==> src/cpw_defines.svh <==
// constants of the pwm output channel: offsets, fields, reset values
// assumes inclusion by bare name from the channel, time base and bench files
`ifndef CPW_DEFINES_SVH
`define CPW_DEFINES_SVH
`define CPW_ADDR_DUTY_MASTER 3'h0
`define CPW_ADDR_DUTY_SLAVE 3'h1
`define CPW_ADDR_CONTROL 3'h2
`define CPW_ADDR_PERIOD_A 3'h3
`define CPW_ADDR_PERIOD_B 3'h4
`define CPW_ADDR_TB_CONFIG 3'h5
`define CPW_ADDR_STATUS 3'h6
`define CPW_CTRL_RESET 8'h00
`define CPW_CTRL_IMPL_MASK 8'h3f
`define CPW_CTRL_DCLO_MSB 5
`define CPW_CTRL_DCLO_LSB 4
`define CPW_MODE_PWM_MSB 3
`define CPW_MODE_PWM_LSB 2
`define CPW_MODE_PWM_VAL 2'h3
`define CPW_PERIOD_RESET 8'hff
`define CPW_TBCFG_RESET 8'h00
`define CPW_TBCFG_SEL_BIT 0
`define CPW_TBCFG_ON_BIT 1
`define CPW_TBCFG_PS_MSB 3
`define CPW_TBCFG_PS_LSB 2
`define CPW_OSC_PER_TICK 3'h4
`endif

==> src/cpw_pkg.sv <==
// types shared by the pwm output channel
// assumes the defines header is compiled alongside
`default_nettype none
package cpw_pkg;
  typedef enum logic [2:0] {
    CPW_OFF = 3'b001,
    CPW_HIGH = 3'b010,
    CPW_LOW = 3'b100
  } cpw_state_t;
  typedef enum logic [1:0] {
    CPW_PS1 = 2'h0,
    CPW_PS4 = 2'h1,
    CPW_PS16 = 2'h2
  } cpw_prescale_t;
endpackage
`default_nettype wire

==> src/cpw_channel.sv <==
// pwm output channel with two selectable time bases and a register port
// assumes a synchronous master with one-cycle strobes, read data one cycle later
// Behaviour
// [RULE1] pwm mode drives the output pin with up to 10-bit duty resolution
// [RULE2] software clears the port g direction bit so the pin is an output
// [RULE3] control written to zero forces the pwm latch low, port latch untouched
// [RULE4] period is (period register + 1) times 4 oscillator periods times prescale
// [RULE5] after count equals period, next increment clears the count
// [RULE6] at rollover output goes high unless duty is zero
// [RULE7] at rollover duty byte copies into the hidden compare byte
// [RULE8] output high for duty part of period, low for the rest
// [RULE9] control resets to zero; duty bytes unknown, kept over soft resets
// [RULE10] top two control bits read zero and ignore writes
// [RULE11] duty is master byte over control bits five and four
// [RULE12] output cleared when latched duty matches count with two fine bits
// [RULE13] duty longer than period never clears the output
// [RULE14] in pwm mode the slave byte is readable, not writable
// [RULE15] duty writes any time, take effect at next rollover
//
// The implementer's own choices: the address map and the address-and-strobe port.
`default_nettype none
`include "cpw_defines.svh"
module cpw_channel (
  input wire logic clk_in,
  input wire logic reset_in,
  input wire logic por_in,
  input wire logic [2:0] addr_in,
  input wire logic [7:0] wdata_in,
  input wire logic wr_in,
  input wire logic rd_in,
  output logic [7:0] rdata_out,
  output logic pwm_output_pin_out
);
  logic [7:0] duty_master_q;
  logic [7:0] duty_slave_q;
  logic [1:0] duty_lo_latch_q;
  logic [7:0] control_q;
  logic [7:0] period_a_q;
  logic [7:0] period_b_q;
  logic [7:0] tb_cfg_q;
  logic pwm_q;
  cpw_pkg::cpw_state_t state_q;
  cpw_pkg::cpw_state_t state_d;
  logic [7:0] count_a;
  logic [7:0] count_b;
  logic [1:0] fine_a;
  logic [1:0] fine_b;
  logic roll_a;
  logic roll_b;
  logic [7:0] count_sel;
  logic [1:0] fine_sel;
  logic roll_sel;
  logic pwm_mode;
  logic [9:0] duty_next;
  logic [9:0] duty_live;
  logic match;
  logic sel_b;
  logic roll_q;

  assign sel_b = tb_cfg_q[`CPW_TBCFG_SEL_BIT];
  assign pwm_mode = (control_q[`CPW_MODE_PWM_MSB:`CPW_MODE_PWM_LSB] == `CPW_MODE_PWM_VAL);

  // both time bases share enable and prescale; only one feeds the channel
  cpw_time_base u_tb_a (
    .clk_in(clk_in),
    .reset_in(reset_in),
    .enable_in(tb_cfg_q[`CPW_TBCFG_ON_BIT]),
    .prescale_in(tb_cfg_q[`CPW_TBCFG_PS_MSB:`CPW_TBCFG_PS_LSB]),
    .period_in(period_a_q),
    .count_out(count_a),
    .fine_out(fine_a),
    .rollover_out(roll_a)
  );
  cpw_time_base u_tb_b (
    .clk_in(clk_in),
    .reset_in(reset_in),
    .enable_in(tb_cfg_q[`CPW_TBCFG_ON_BIT]),
    .prescale_in(tb_cfg_q[`CPW_TBCFG_PS_MSB:`CPW_TBCFG_PS_LSB]),
    .period_in(period_b_q),
    .count_out(count_b),
    .fine_out(fine_b),
    .rollover_out(roll_b)
  );

  assign count_sel = sel_b ? count_b : count_a; // see [RULE4]
  assign fine_sel = sel_b ? fine_b : fine_a;
  assign roll_sel = sel_b ? roll_b : roll_a;

  assign duty_next = {duty_master_q,
    control_q[`CPW_CTRL_DCLO_MSB:`CPW_CTRL_DCLO_LSB]}; // see [RULE11]
  assign duty_live = {duty_slave_q, duty_lo_latch_q};
  assign match = ({count_sel, fine_sel} == duty_live); // see [RULE12] [RULE13]

  // control: cleared by reset_in but not by por_in, top bits never stored
  always_ff @(posedge clk_in or posedge reset_in) begin
    if (reset_in) begin
      control_q <= `CPW_CTRL_RESET; // see [RULE9]
    end else if (wr_in && addr_in == `CPW_ADDR_CONTROL) begin
      control_q <= wdata_in & `CPW_CTRL_IMPL_MASK; // see [RULE10]
    end
  end

  // duty bytes have no reset: unknown at power up, kept over soft resets
  always_ff @(posedge clk_in) begin
    if (wr_in && addr_in == `CPW_ADDR_DUTY_MASTER) begin
      duty_master_q <= wdata_in; // see [RULE15]
    end
  end

  always_ff @(posedge clk_in) begin
    if (pwm_mode && roll_sel) begin
      duty_slave_q <= duty_master_q; // see [RULE7]
      duty_lo_latch_q <= control_q[`CPW_CTRL_DCLO_MSB:`CPW_CTRL_DCLO_LSB];
    end else if (!pwm_mode && wr_in && addr_in == `CPW_ADDR_DUTY_SLAVE) begin
      duty_slave_q <= wdata_in; // see [RULE14]
    end
  end

  // period and time base registers; reset_in restores them, por_in does not
  always_ff @(posedge clk_in or posedge reset_in) begin
    if (reset_in) begin
      period_a_q <= `CPW_PERIOD_RESET;
      period_b_q <= `CPW_PERIOD_RESET;
      tb_cfg_q <= `CPW_TBCFG_RESET;
    end else begin
      if (wr_in && addr_in == `CPW_ADDR_PERIOD_A) begin
        period_a_q <= wdata_in;
      end
      if (wr_in && addr_in == `CPW_ADDR_PERIOD_B) begin
        period_b_q <= wdata_in;
      end
      if (wr_in && addr_in == `CPW_ADDR_TB_CONFIG) begin
        tb_cfg_q <= wdata_in;
      end
    end
  end

  // rollover delayed one edge: clearing lags the match by one edge too,
  // so the high time equals the duty count exactly
  always_ff @(posedge clk_in or posedge reset_in) begin
    if (reset_in) begin
      roll_q <= 1'b0;
    end else begin
      roll_q <= pwm_mode && roll_sel; // see [RULE6]
    end
  end

  // output state machine
  always_comb begin
    case (state_q)
      cpw_pkg::CPW_OFF: begin
        if (pwm_mode && roll_q) begin
          state_d = (duty_live != 10'h000) ? cpw_pkg::CPW_HIGH : cpw_pkg::CPW_LOW;
        end else begin
          state_d = cpw_pkg::CPW_OFF;
        end
      end
      cpw_pkg::CPW_HIGH, cpw_pkg::CPW_LOW: begin
        if (!pwm_mode) begin
          state_d = cpw_pkg::CPW_OFF; // see [RULE3]
        end else if (roll_q) begin
          // duty copied at rollover is live here
          state_d = (duty_live != 10'h000) ? cpw_pkg::CPW_HIGH : cpw_pkg::CPW_LOW; // see [RULE6]
        end else if (state_q == cpw_pkg::CPW_HIGH && match) begin
          state_d = cpw_pkg::CPW_LOW; // see [RULE8]
        end else begin
          state_d = state_q;
        end
      end
      default: state_d = cpw_pkg::CPW_OFF;
    endcase
  end

  always_ff @(posedge clk_in or posedge reset_in) begin
    if (reset_in) begin
      state_q <= cpw_pkg::CPW_OFF;
      pwm_q <= 1'b0;
    end else begin
      state_q <= state_d;
      pwm_q <= (state_d == cpw_pkg::CPW_HIGH); // see [RULE1]
    end
  end

  assign pwm_output_pin_out = pwm_q;

  // read port: data in the cycle after the strobe only
  always_ff @(posedge clk_in or posedge reset_in) begin
    if (reset_in) begin
      rdata_out <= 8'h00;
    end else if (rd_in) begin
      case (addr_in)
        `CPW_ADDR_DUTY_MASTER: rdata_out <= duty_master_q;
        `CPW_ADDR_DUTY_SLAVE: rdata_out <= duty_slave_q;
        `CPW_ADDR_CONTROL: rdata_out <= control_q & `CPW_CTRL_IMPL_MASK;
        `CPW_ADDR_PERIOD_A: rdata_out <= period_a_q;
        `CPW_ADDR_PERIOD_B: rdata_out <= period_b_q;
        `CPW_ADDR_TB_CONFIG: rdata_out <= tb_cfg_q;
        `CPW_ADDR_STATUS: rdata_out <= sel_b ? count_b : count_a;
        default: rdata_out <= 8'h00;
      endcase
    end else begin
      rdata_out <= 8'h00;
    end
  end

  // por_in is accepted for system wiring; no register here needs it
  logic unused_por;
  assign unused_por = por_in;
endmodule
`default_nettype wire

==> src/cpw_time_base.sv <==
// one 8-bit time base with period register, prescaler and quarter-cycle clock
// assumes one clock edge per oscillator period; control comes from the channel top
`default_nettype none
`include "cpw_defines.svh"
module cpw_time_base (
  input wire logic clk_in,
  input wire logic reset_in,
  input wire logic enable_in,
  input wire logic [1:0] prescale_in,
  input wire logic [7:0] period_in,
  output logic [7:0] count_out,
  output logic [1:0] fine_out,
  output logic rollover_out
);
  logic [1:0] quarter_q;
  logic [3:0] pre_q;
  logic [3:0] pre_max;
  logic tick;

  always_comb begin
    case (prescale_in)
      cpw_pkg::CPW_PS1: pre_max = 4'h0;
      cpw_pkg::CPW_PS4: pre_max = 4'h3;
      default: pre_max = 4'hf;
    endcase
  end

  // four oscillator periods make one instruction tick
  always_ff @(posedge clk_in or posedge reset_in) begin
    if (reset_in) begin
      quarter_q <= 2'h0;
    end else begin
      quarter_q <= quarter_q + 2'h1;
    end
  end

  always_ff @(posedge clk_in or posedge reset_in) begin
    if (reset_in) begin
      pre_q <= 4'h0;
    end else if (!enable_in) begin
      pre_q <= 4'h0;
    end else if (quarter_q == 2'h3) begin
      pre_q <= (pre_q >= pre_max) ? 4'h0 : pre_q + 4'h1;
    end
  end

  assign tick = enable_in && (quarter_q == 2'h3) && (pre_q >= pre_max);
  assign rollover_out = tick && (count_out == period_in);

  // clear on the increment after a period match
  always_ff @(posedge clk_in or posedge reset_in) begin
    if (reset_in) begin
      count_out <= 8'h00;
    end else if (tick) begin
      count_out <= (count_out == period_in) ? 8'h00 : count_out + 8'h01; // see [RULE5]
    end
  end

  // low extension bits: quarter clock at prescale 1, else prescaler bits
  always_comb begin
    case (prescale_in)
      cpw_pkg::CPW_PS1: fine_out = quarter_q; // see [RULE12]
      cpw_pkg::CPW_PS4: fine_out = pre_q[1:0];
      default: fine_out = pre_q[3:2];
    endcase
  end
endmodule
`default_nettype wire
==> config.mk <==
export PLATFORM = sky130hd
export DESIGN_NAME = cpw_channel
export DESIGN_NICKNAME = d
export VERILOG_FILES = /design/src/cpw_pkg.sv /design/src/cpw_channel.sv /design/src/cpw_time_base.sv
export VERILOG_INCLUDE_DIRS = /design/src
export SDC_FILE = /design/constraint.sdc
export NUM_CORES = 1
export LEC_CHECK = 0
export BUFFER_PORTS_ARGS = -buffer_cell sky130_fd_sc_hd__buf_2
export CAP_MARGIN = 20
export CORE_MARGIN = 2
export CORE_UTILIZATION = 40
export CTS_CLUSTER_SIZE = 10
export DETAILED_ROUTE_END_ITERATION = 7
export PLACE_DENSITY = 0.63
export SLEW_MARGIN = 0
export SYNTH_ARGS = -nofsm -noshare
export SYNTH_HDL_FRONTEND = slang
export SYNTH_SLANG_ARGS = --single-unit
==> constraint.sdc <==
create_clock -name clk_in -period 2.5 [get_ports clk_in]
set_input_delay 0.125 -clock clk_in [delete_from_list [all_inputs] [get_ports clk_in]]
set_output_delay 0.125 -clock clk_in [all_outputs]
set_load 0.02 [all_outputs]
Word-level counts from Yosys, hierarchy flattened:

Cells that the tools add are included.
W data, S select, Z words.

* register bits: 89
* bits of input ports: 16
* output and inout port bits: 9
* word-level logic and storage cells: 90

* add/sub/neg operators: 6
* order comparisons: 2
* equal/unequal tests: 19
* mux-type cells: 24
* reductions and logical operators: 22

Operators with widths (number)
* $pmux W8 S7: 1
* $mux W8: 6
* $mux W4: 6
* $add A8 B1 Y8 const B: 2
* $eq A8 B8 Y1: 2
* $logic_and A1 B1 Y1: 16
* $mux W3: 5
* $eq A3 B2 Y1 const B: 4
* $eq A3 B3 Y1 const B: 4
* $eq A10 B10 Y1: 1
* $reduce_bool A10 Y1: 1
* $add A4 B1 Y4 const B: 2
* $ge A4 B4 Y1: 2
* $pmux W2 S2: 2
* $pmux W4 S2: 1
* $eq A2 B2 Y1 const B: 3
* $eq A3 B1 Y1 const B: 2
* $pmux W3 S2: 1
* $add A2 B1 Y2 const B: 2
* $ne A2 B1 Y1 const B: 2
* $logic_not A3 Y1: 1
* $eq A2 B1 Y1 const B: 1
* $logic_not A2 Y1: 1
* $mux W2: 1
* other kinds (4): 4

Depth between registers and ports, before layout:

* word-level depth: 10
* gate-level depth with buffers: 10
* gate-level depth less buffers: 8

By module:

Synthesis repeated with hierarchy kept, for this count alone.

* cells, all modules: 431
* area total of the unflattened synthesis: 4957.3 um^2

By module, submodules not included
* cpw_channel: instances 1, cells each 239, area each 3052.9 um^2, sequential area each 1637.8 um^2
* cpw_time_base: instances 2, cells each 96, area each 952.2 um^2, sequential area each 350.3 um^2

Worst setup path after synthesis:

OpenSTA, ideal clock, no wires.

* path kind: reg-to-reg
* start point: reg tb_cfg_q[2]
* end point: reg duty_slave_q[0], data pin
* library setup time: 0.260 ns
* data arrival time: 2.242 ns
* required time: 2.240 ns
* setup slack: -0.002 ns
* stages on the path, launching flop included: 10
* buffers on the path: 1
* clock period less this slack: 2.502 ns
* cells stage by stage: dfrtp_1 buf_2 or2_2 ha_1 nand2b_1 a211oi_1 o21ai_0 nand3_1 o22ai_4 mux2_2

* word-level cells in the longest chain between the ends: 8
* elaborated cells between the ends (all ways): 12
* classes of those cells: 2 x order compare; 1 x eq/ne; 3 x mux; 6 x reduce/logical

RTL lines
* from (decl): line cpw_channel.sv:40 `logic [7:0] tb_cfg_q;`
* from (signal assigned): line cpw_channel.sv:124 `` tb_cfg_q <= `CPW_TBCFG_RESET; ``
* from (signal assigned): line cpw_channel.sv:133 `tb_cfg_q <= wdata_in;`
* $eq A2 B1 Y1 or $logic_not A2 Y1 (tied branches): line cpw_time_base.sv:21 `case (prescale_in)`
* $pmux W4 S2 (*): line cpw_time_base.sv:21
* $ge A4 B4 Y1: line cpw_time_base.sv:47 `assign tick = enable_in && (quarter_q == 2'h3) && (pre_q >= pre_max);`
* $logic_and A1 B1 Y1: line cpw_time_base.sv:47
* $logic_and A1 B1 Y1: line cpw_time_base.sv:48 `assign rollover_out = tick && (count_out == period_in);`
* $mux W1 (*): line cpw_channel.sv:87 `assign roll_sel = sel_b ? roll_b : roll_a;`
* $logic_and A1 B1 Y1 (*): line cpw_channel.sv:111 `if (pwm_mode && roll_sel) begin`
* $mux W8 (*): line cpw_channel.sv:111
* to (signal assigned): line cpw_channel.sv:112 `duty_slave_q <= duty_master_q;`
* to (signal assigned): line cpw_channel.sv:115 `duty_slave_q <= wdata_in;`
* to (decl): line cpw_channel.sv:35 `logic [7:0] duty_slave_q;`

Mark *: on every way between the ends. The rest lies on a longest branch, timed or not.
A chain may end at the register's enable or synchronous reset.

Worst setup path in the final report:

* start point: reg tb_cfg_q[2]
* end point: reg duty_slave_q[2], data pin

Same word-level chain as after synthesis.

==> impl_metrics.env <==
export IMPL_outcome="complete, no violations"
export IMPL_drive_above_1_share_pct=31.4
export IMPL_rsz0062_at_grt="yes"
export IMPL_htreeDepth=3
export IMPL_regToRegSetupSlack_ps=50
export IMPL_cp_required_ps=2610
export IMPL_ys_seq_elements=89
export IMPL_pin_count=25
export IMPL_gp_congestion=0.881
export IMPL_worstMarginPinSlew_ps=606
export IMPL_cp_end_kind="flip-flop"
export IMPL_finalHoldViolations=0
export IMPL_drtPass1Iterations=5
export IMPL_synth_compound_area_share_pct=12.9
export IMPL_pwr_share_seq_pct=43.7
export IMPL_path_delay_family="simple AND/OR/NAND/NOR gates"
export IMPL_timing_max_cap_violations=0
export IMPL_placed_cells=622
export IMPL_synth_xor_area_share_pct=5.62
export IMPL_cts_max_path_buffers=2
export IMPL_final_util_pct=48.6
export IMPL_finalPower_uw=4240
export IMPL_grt_antenna_before_repair=0
export IMPL_synthMuxAreaShare_pct=14.5
export IMPL_insertion_delay_ps=350
export IMPL_grt_pass1_wl_mm=19.4
export IMPL_clock_skew_ps=9.10
export IMPL_vdd_ir_drop_max_mv=0.371
export IMPL_postSynthAreaPerCell_um2=11.0
export IMPL_fin_cells=644
export IMPL_synthAdderAreaFrac_pct=3.63
export IMPL_synth_seq_area_share_pct=48.4
export IMPL_cts_root_buffer="clkbuf_16"
export IMPL_setup_violations=0
export IMPL_gr_max_usage_layer="met2"
export IMPL_min_path_type="input pin to flip-flop"
export IMPL_clkTransAtPathRegs_ps=60
export IMPL_area_growth_pct=19.7
export IMPL_cts_sinks=89
export IMPL_grt_max_degree=48
export IMPL_cp_num_cells=10
export IMPL_fin_crit_ps=2450
export IMPL_fp_dieW_um=114
export IMPL_r2r_end="duty_slave_q[2]$_DFFE_PP_"
export IMPL_critPathLaunchType="flip-flop"
export IMPL_crit_fanout=4
export IMPL_synth_edf_count=18
export IMPL_net_switching_power_uw=1200
export IMPL_synth_cells=438
export IMPL_cpPeakStageDelay_ps=380
export IMPL_finalMaxSlewViolations=0
export IMPL_cts_tree="built"
export IMPL_die_area_um2=13000
export IMPL_synth_top_family_by_area="multiplexers"
export IMPL_p_leak_uw=0.00233
export IMPL_p_per_area_nw_per_um2=733
export IMPL_crit_buf_inv=2
export IMPL_synthSimpleGateAreaFrac_pct=12.1
export IMPL_syn_num_nets=468
export IMPL_met3_usage_pct=3.24
export IMPL_dieHeight_um=114
export IMPL_period_share_pct=98.0
export IMPL_rows=40
export IMPL_path_class="flip-flop to flip-flop"
export IMPL_worstPathArrival_ps=2560
export IMPL_hold_end="duty_master_q[7]$_DFFE_PP_"
export IMPL_grt_pass1_vias=3509
export IMPL_p_int_uw=3040
export IMPL_hold_depth=1
export IMPL_grtUsageMet2_pct=31.8
export IMPL_overflow=0
export IMPL_r2r_start="tb_cfg_q[2]$_DFFE_PP0P_"
export IMPL_fin_nets=522
export IMPL_maxSlewHeadroom_pct=59.2
export IMPL_swShare_pct=28.2
export IMPL_rr_worst_depth=10
export IMPL_crit_path_start="tb_cfg_q[2]$_DFFE_PP0P_"
export IMPL_async_flop_share_pct=79.8
export IMPL_synth_area_um2=4830
export IMPL_numCtsBuffers=9
export IMPL_via_per_inst=5.68
export IMPL_synth_top_flop_cell="dfrtp_1"
export IMPL_dpl_hpwl_mm=8.94
export IMPL_worstPathCellList="or2_4 -> ha_4 -> nand2b_4 -> a211oi_4 -> o21ai_2 -> nand3_2 -> o22ai_4 -> buf_12 -> buf_16 -> mux2_4"
export IMPL_max_freq_ghz=0.408
export IMPL_crit_slowest_cell="dfrtp_1"
export IMPL_p_comb_share_pct=22.6
export IMPL_ant_nets=0
export IMPL_antenna_cells=0
export IMPL_ys_warn_count=0
export IMPL_wire_per_inst_um=19.3
export IMPL_drcViolationCount=0
export IMPL_routed_wl_mm=12.4
export IMPL_post_synth_num_cell_types=50
export IMPL_core_area_um2=11900
export IMPL_track_usage_pct=20.0
export IMPL_initial_core_util_pct=40.6
export IMPL_io_buffer_count=23
export IMPL_p_clk_share_pct=33.7
export IMPL_num_vias=3661
export IMPL_drtIter0Drc=219
export IMPL_min_from="wdata_in[7]"
export IMPL_grt_met1_usage_pct=27.1
[what timing repair did]
action | CTS | global route
gates cloned | 1 | 0
pin swaps | 1 | 8
resized for setup | 7 | 14
endpoints found under the hold margin | 23 | 0
endpoints found under the setup margin | 8 | 11
hold buffers | 1 | 0
setup buffers | 4 | 2
[final cells by class]
type	instances	area, µm²
clock buffer	12	236
clock inverter	4	68.8
fill	1070	6130
inverter	15	56.3
multi-input combinational	318	2450
sequential	89	2340
tap	147	184
timing repair buffer	59	453
[synthesized netlist by cell type, drive strengths merged, types with 4 or more instances]
cell type	n	area [µm²]
o21ai	41	205
or2	4	25.0
dfrtp	54	1350
nand2b	8	50.1
xnor2	26	228
a22o	4	36.3
mux2	42	473
dfstp	17	447
edfxtp	18	541
buf	10	53.8
clkbuf	6	23.8
a211oi	11	82.6
nor2	28	113
nand2	28	105
mux2i	16	160
o31ai	6	45.0
xor2	5	43.8
nor2b	8	50.1
nand4	6	37.5
a21oi	12	60.1
inv	15	56.3
ha	14	175
nand3	16	80.1
nor3b	4	35.0
[flip-flops by register name (all words and copies together) (netlist names), 3 cells and up]
register,count
control_q,6
duty_master_q,8
duty_slave_q,8
period_a_q,8
period_b_q,8
rdata_out,8
state_q,3
tb_cfg_q,8
u_tb_a.count_out,8
u_tb_a.pre_q,4
u_tb_b.count_out,8
u_tb_b.pre_q,4
[power by group through the flow]
stage               sequential (µW)  combinational [µW]  clock (µW)
global route                   1870                1050        1510
CTS                            1850                 890        1450
global placement               1870                 850           0
floorplan                      1860                 575           0
finish                         1850                 958        1430
detailed placement             1870                 869           0
[metrics by stage]
stage | setup WS (ps) | TNS, ps | area [µm²] | hold slack (ps)
after global routing | -14.1 | -23.6 | 5780 | 16.5
after CTS | -0.456 | -0.456 | 5710 | 11.9
final | 51.0 | 0 | 5780 | 16.1
after floorplan | 25.9 | 0 | 4830 | 224
after global placement | 23.9 | 0 | 5320 | 203
after detailed placement | -10.8 | -33.2 | 5320 | 211
[cells in the final DEF, fill, tap and decap left out, types with 3 or more instances in the layout]
master and instances:
nand4_1 6, o41ai_1 3, buf_4 29, buf_12 3, o31ai_1 6, nor3b_1 3, buf_2 23, nor2_1 27
inv_1 13, mux2_2 39, nor3_1 3, o21ai_0 39, dfrtp_1 54, and3_1 3, clkbuf_16 9, clkbuf_1 3
a21oi_1 12, nand2_1 28, dfstp_2 17, nand2b_1 6, a211oi_1 9, a22o_1 3, or2_2 3, or3_1 3
xnor2_1 26, edfxtp_1 18, mux2_4 3, a221oi_1 3, nor2b_1 8, mux4_2 3, o2111ai_1 3, nand3_1 14
ha_1 11, xor2_1 5, mux2i_1 16
[per-layer routing]
| layer | vias to the layer above | part of all wire, % |
|---|---|---|
| met5 | - | 0 |
| met4 | 0 | 2.6 |
| met1 | 1811 | 44 |
| met3 | 21 | 5.3 |
| li1 | 1722 | - |
| met2 | 107 | 48 |
[logic make-up (layout without fill, tap and decap cells)]
logic type,count (synthesis),after routing
xor+xnor,31,31
compound gates,96,96
flops,89,89
fa+ha+maj,14,14
buf+inv,31,90
simple gates,116,116
mux,61,61
[worst register-to-register path, cell delays in order, from the launching register on]
cell and delay [ps]:
dfrtp_1 380, or2_4 280, ha_4 260, nand2b_4 120, a211oi_4 60, o21ai_2 130, nand3_2 120, o22ai_4 300
buf_12 150, buf_16 110, mux2_4 290
[worst max-delay path by stage]
stage / to / slack (ps)
3_5_place_dp: duty_slave_q[1]$_DFFE_PP_ / -10
6_report: duty_slave_q[2]$_DFFE_PP_ / 50
4_1_cts: duty_slave_q[3]$_DFFE_PP_ / -0.5
3_3_place_gp: duty_slave_q[5]$_DFFE_PP_ / 20
5_1_grt: duty_slave_q[2]$_DFFE_PP_ / -10
2_1_floorplan: duty_slave_q[0]$_DFFE_PP_ / 30
Note: power is estimated with default switching activity, not from simulation.
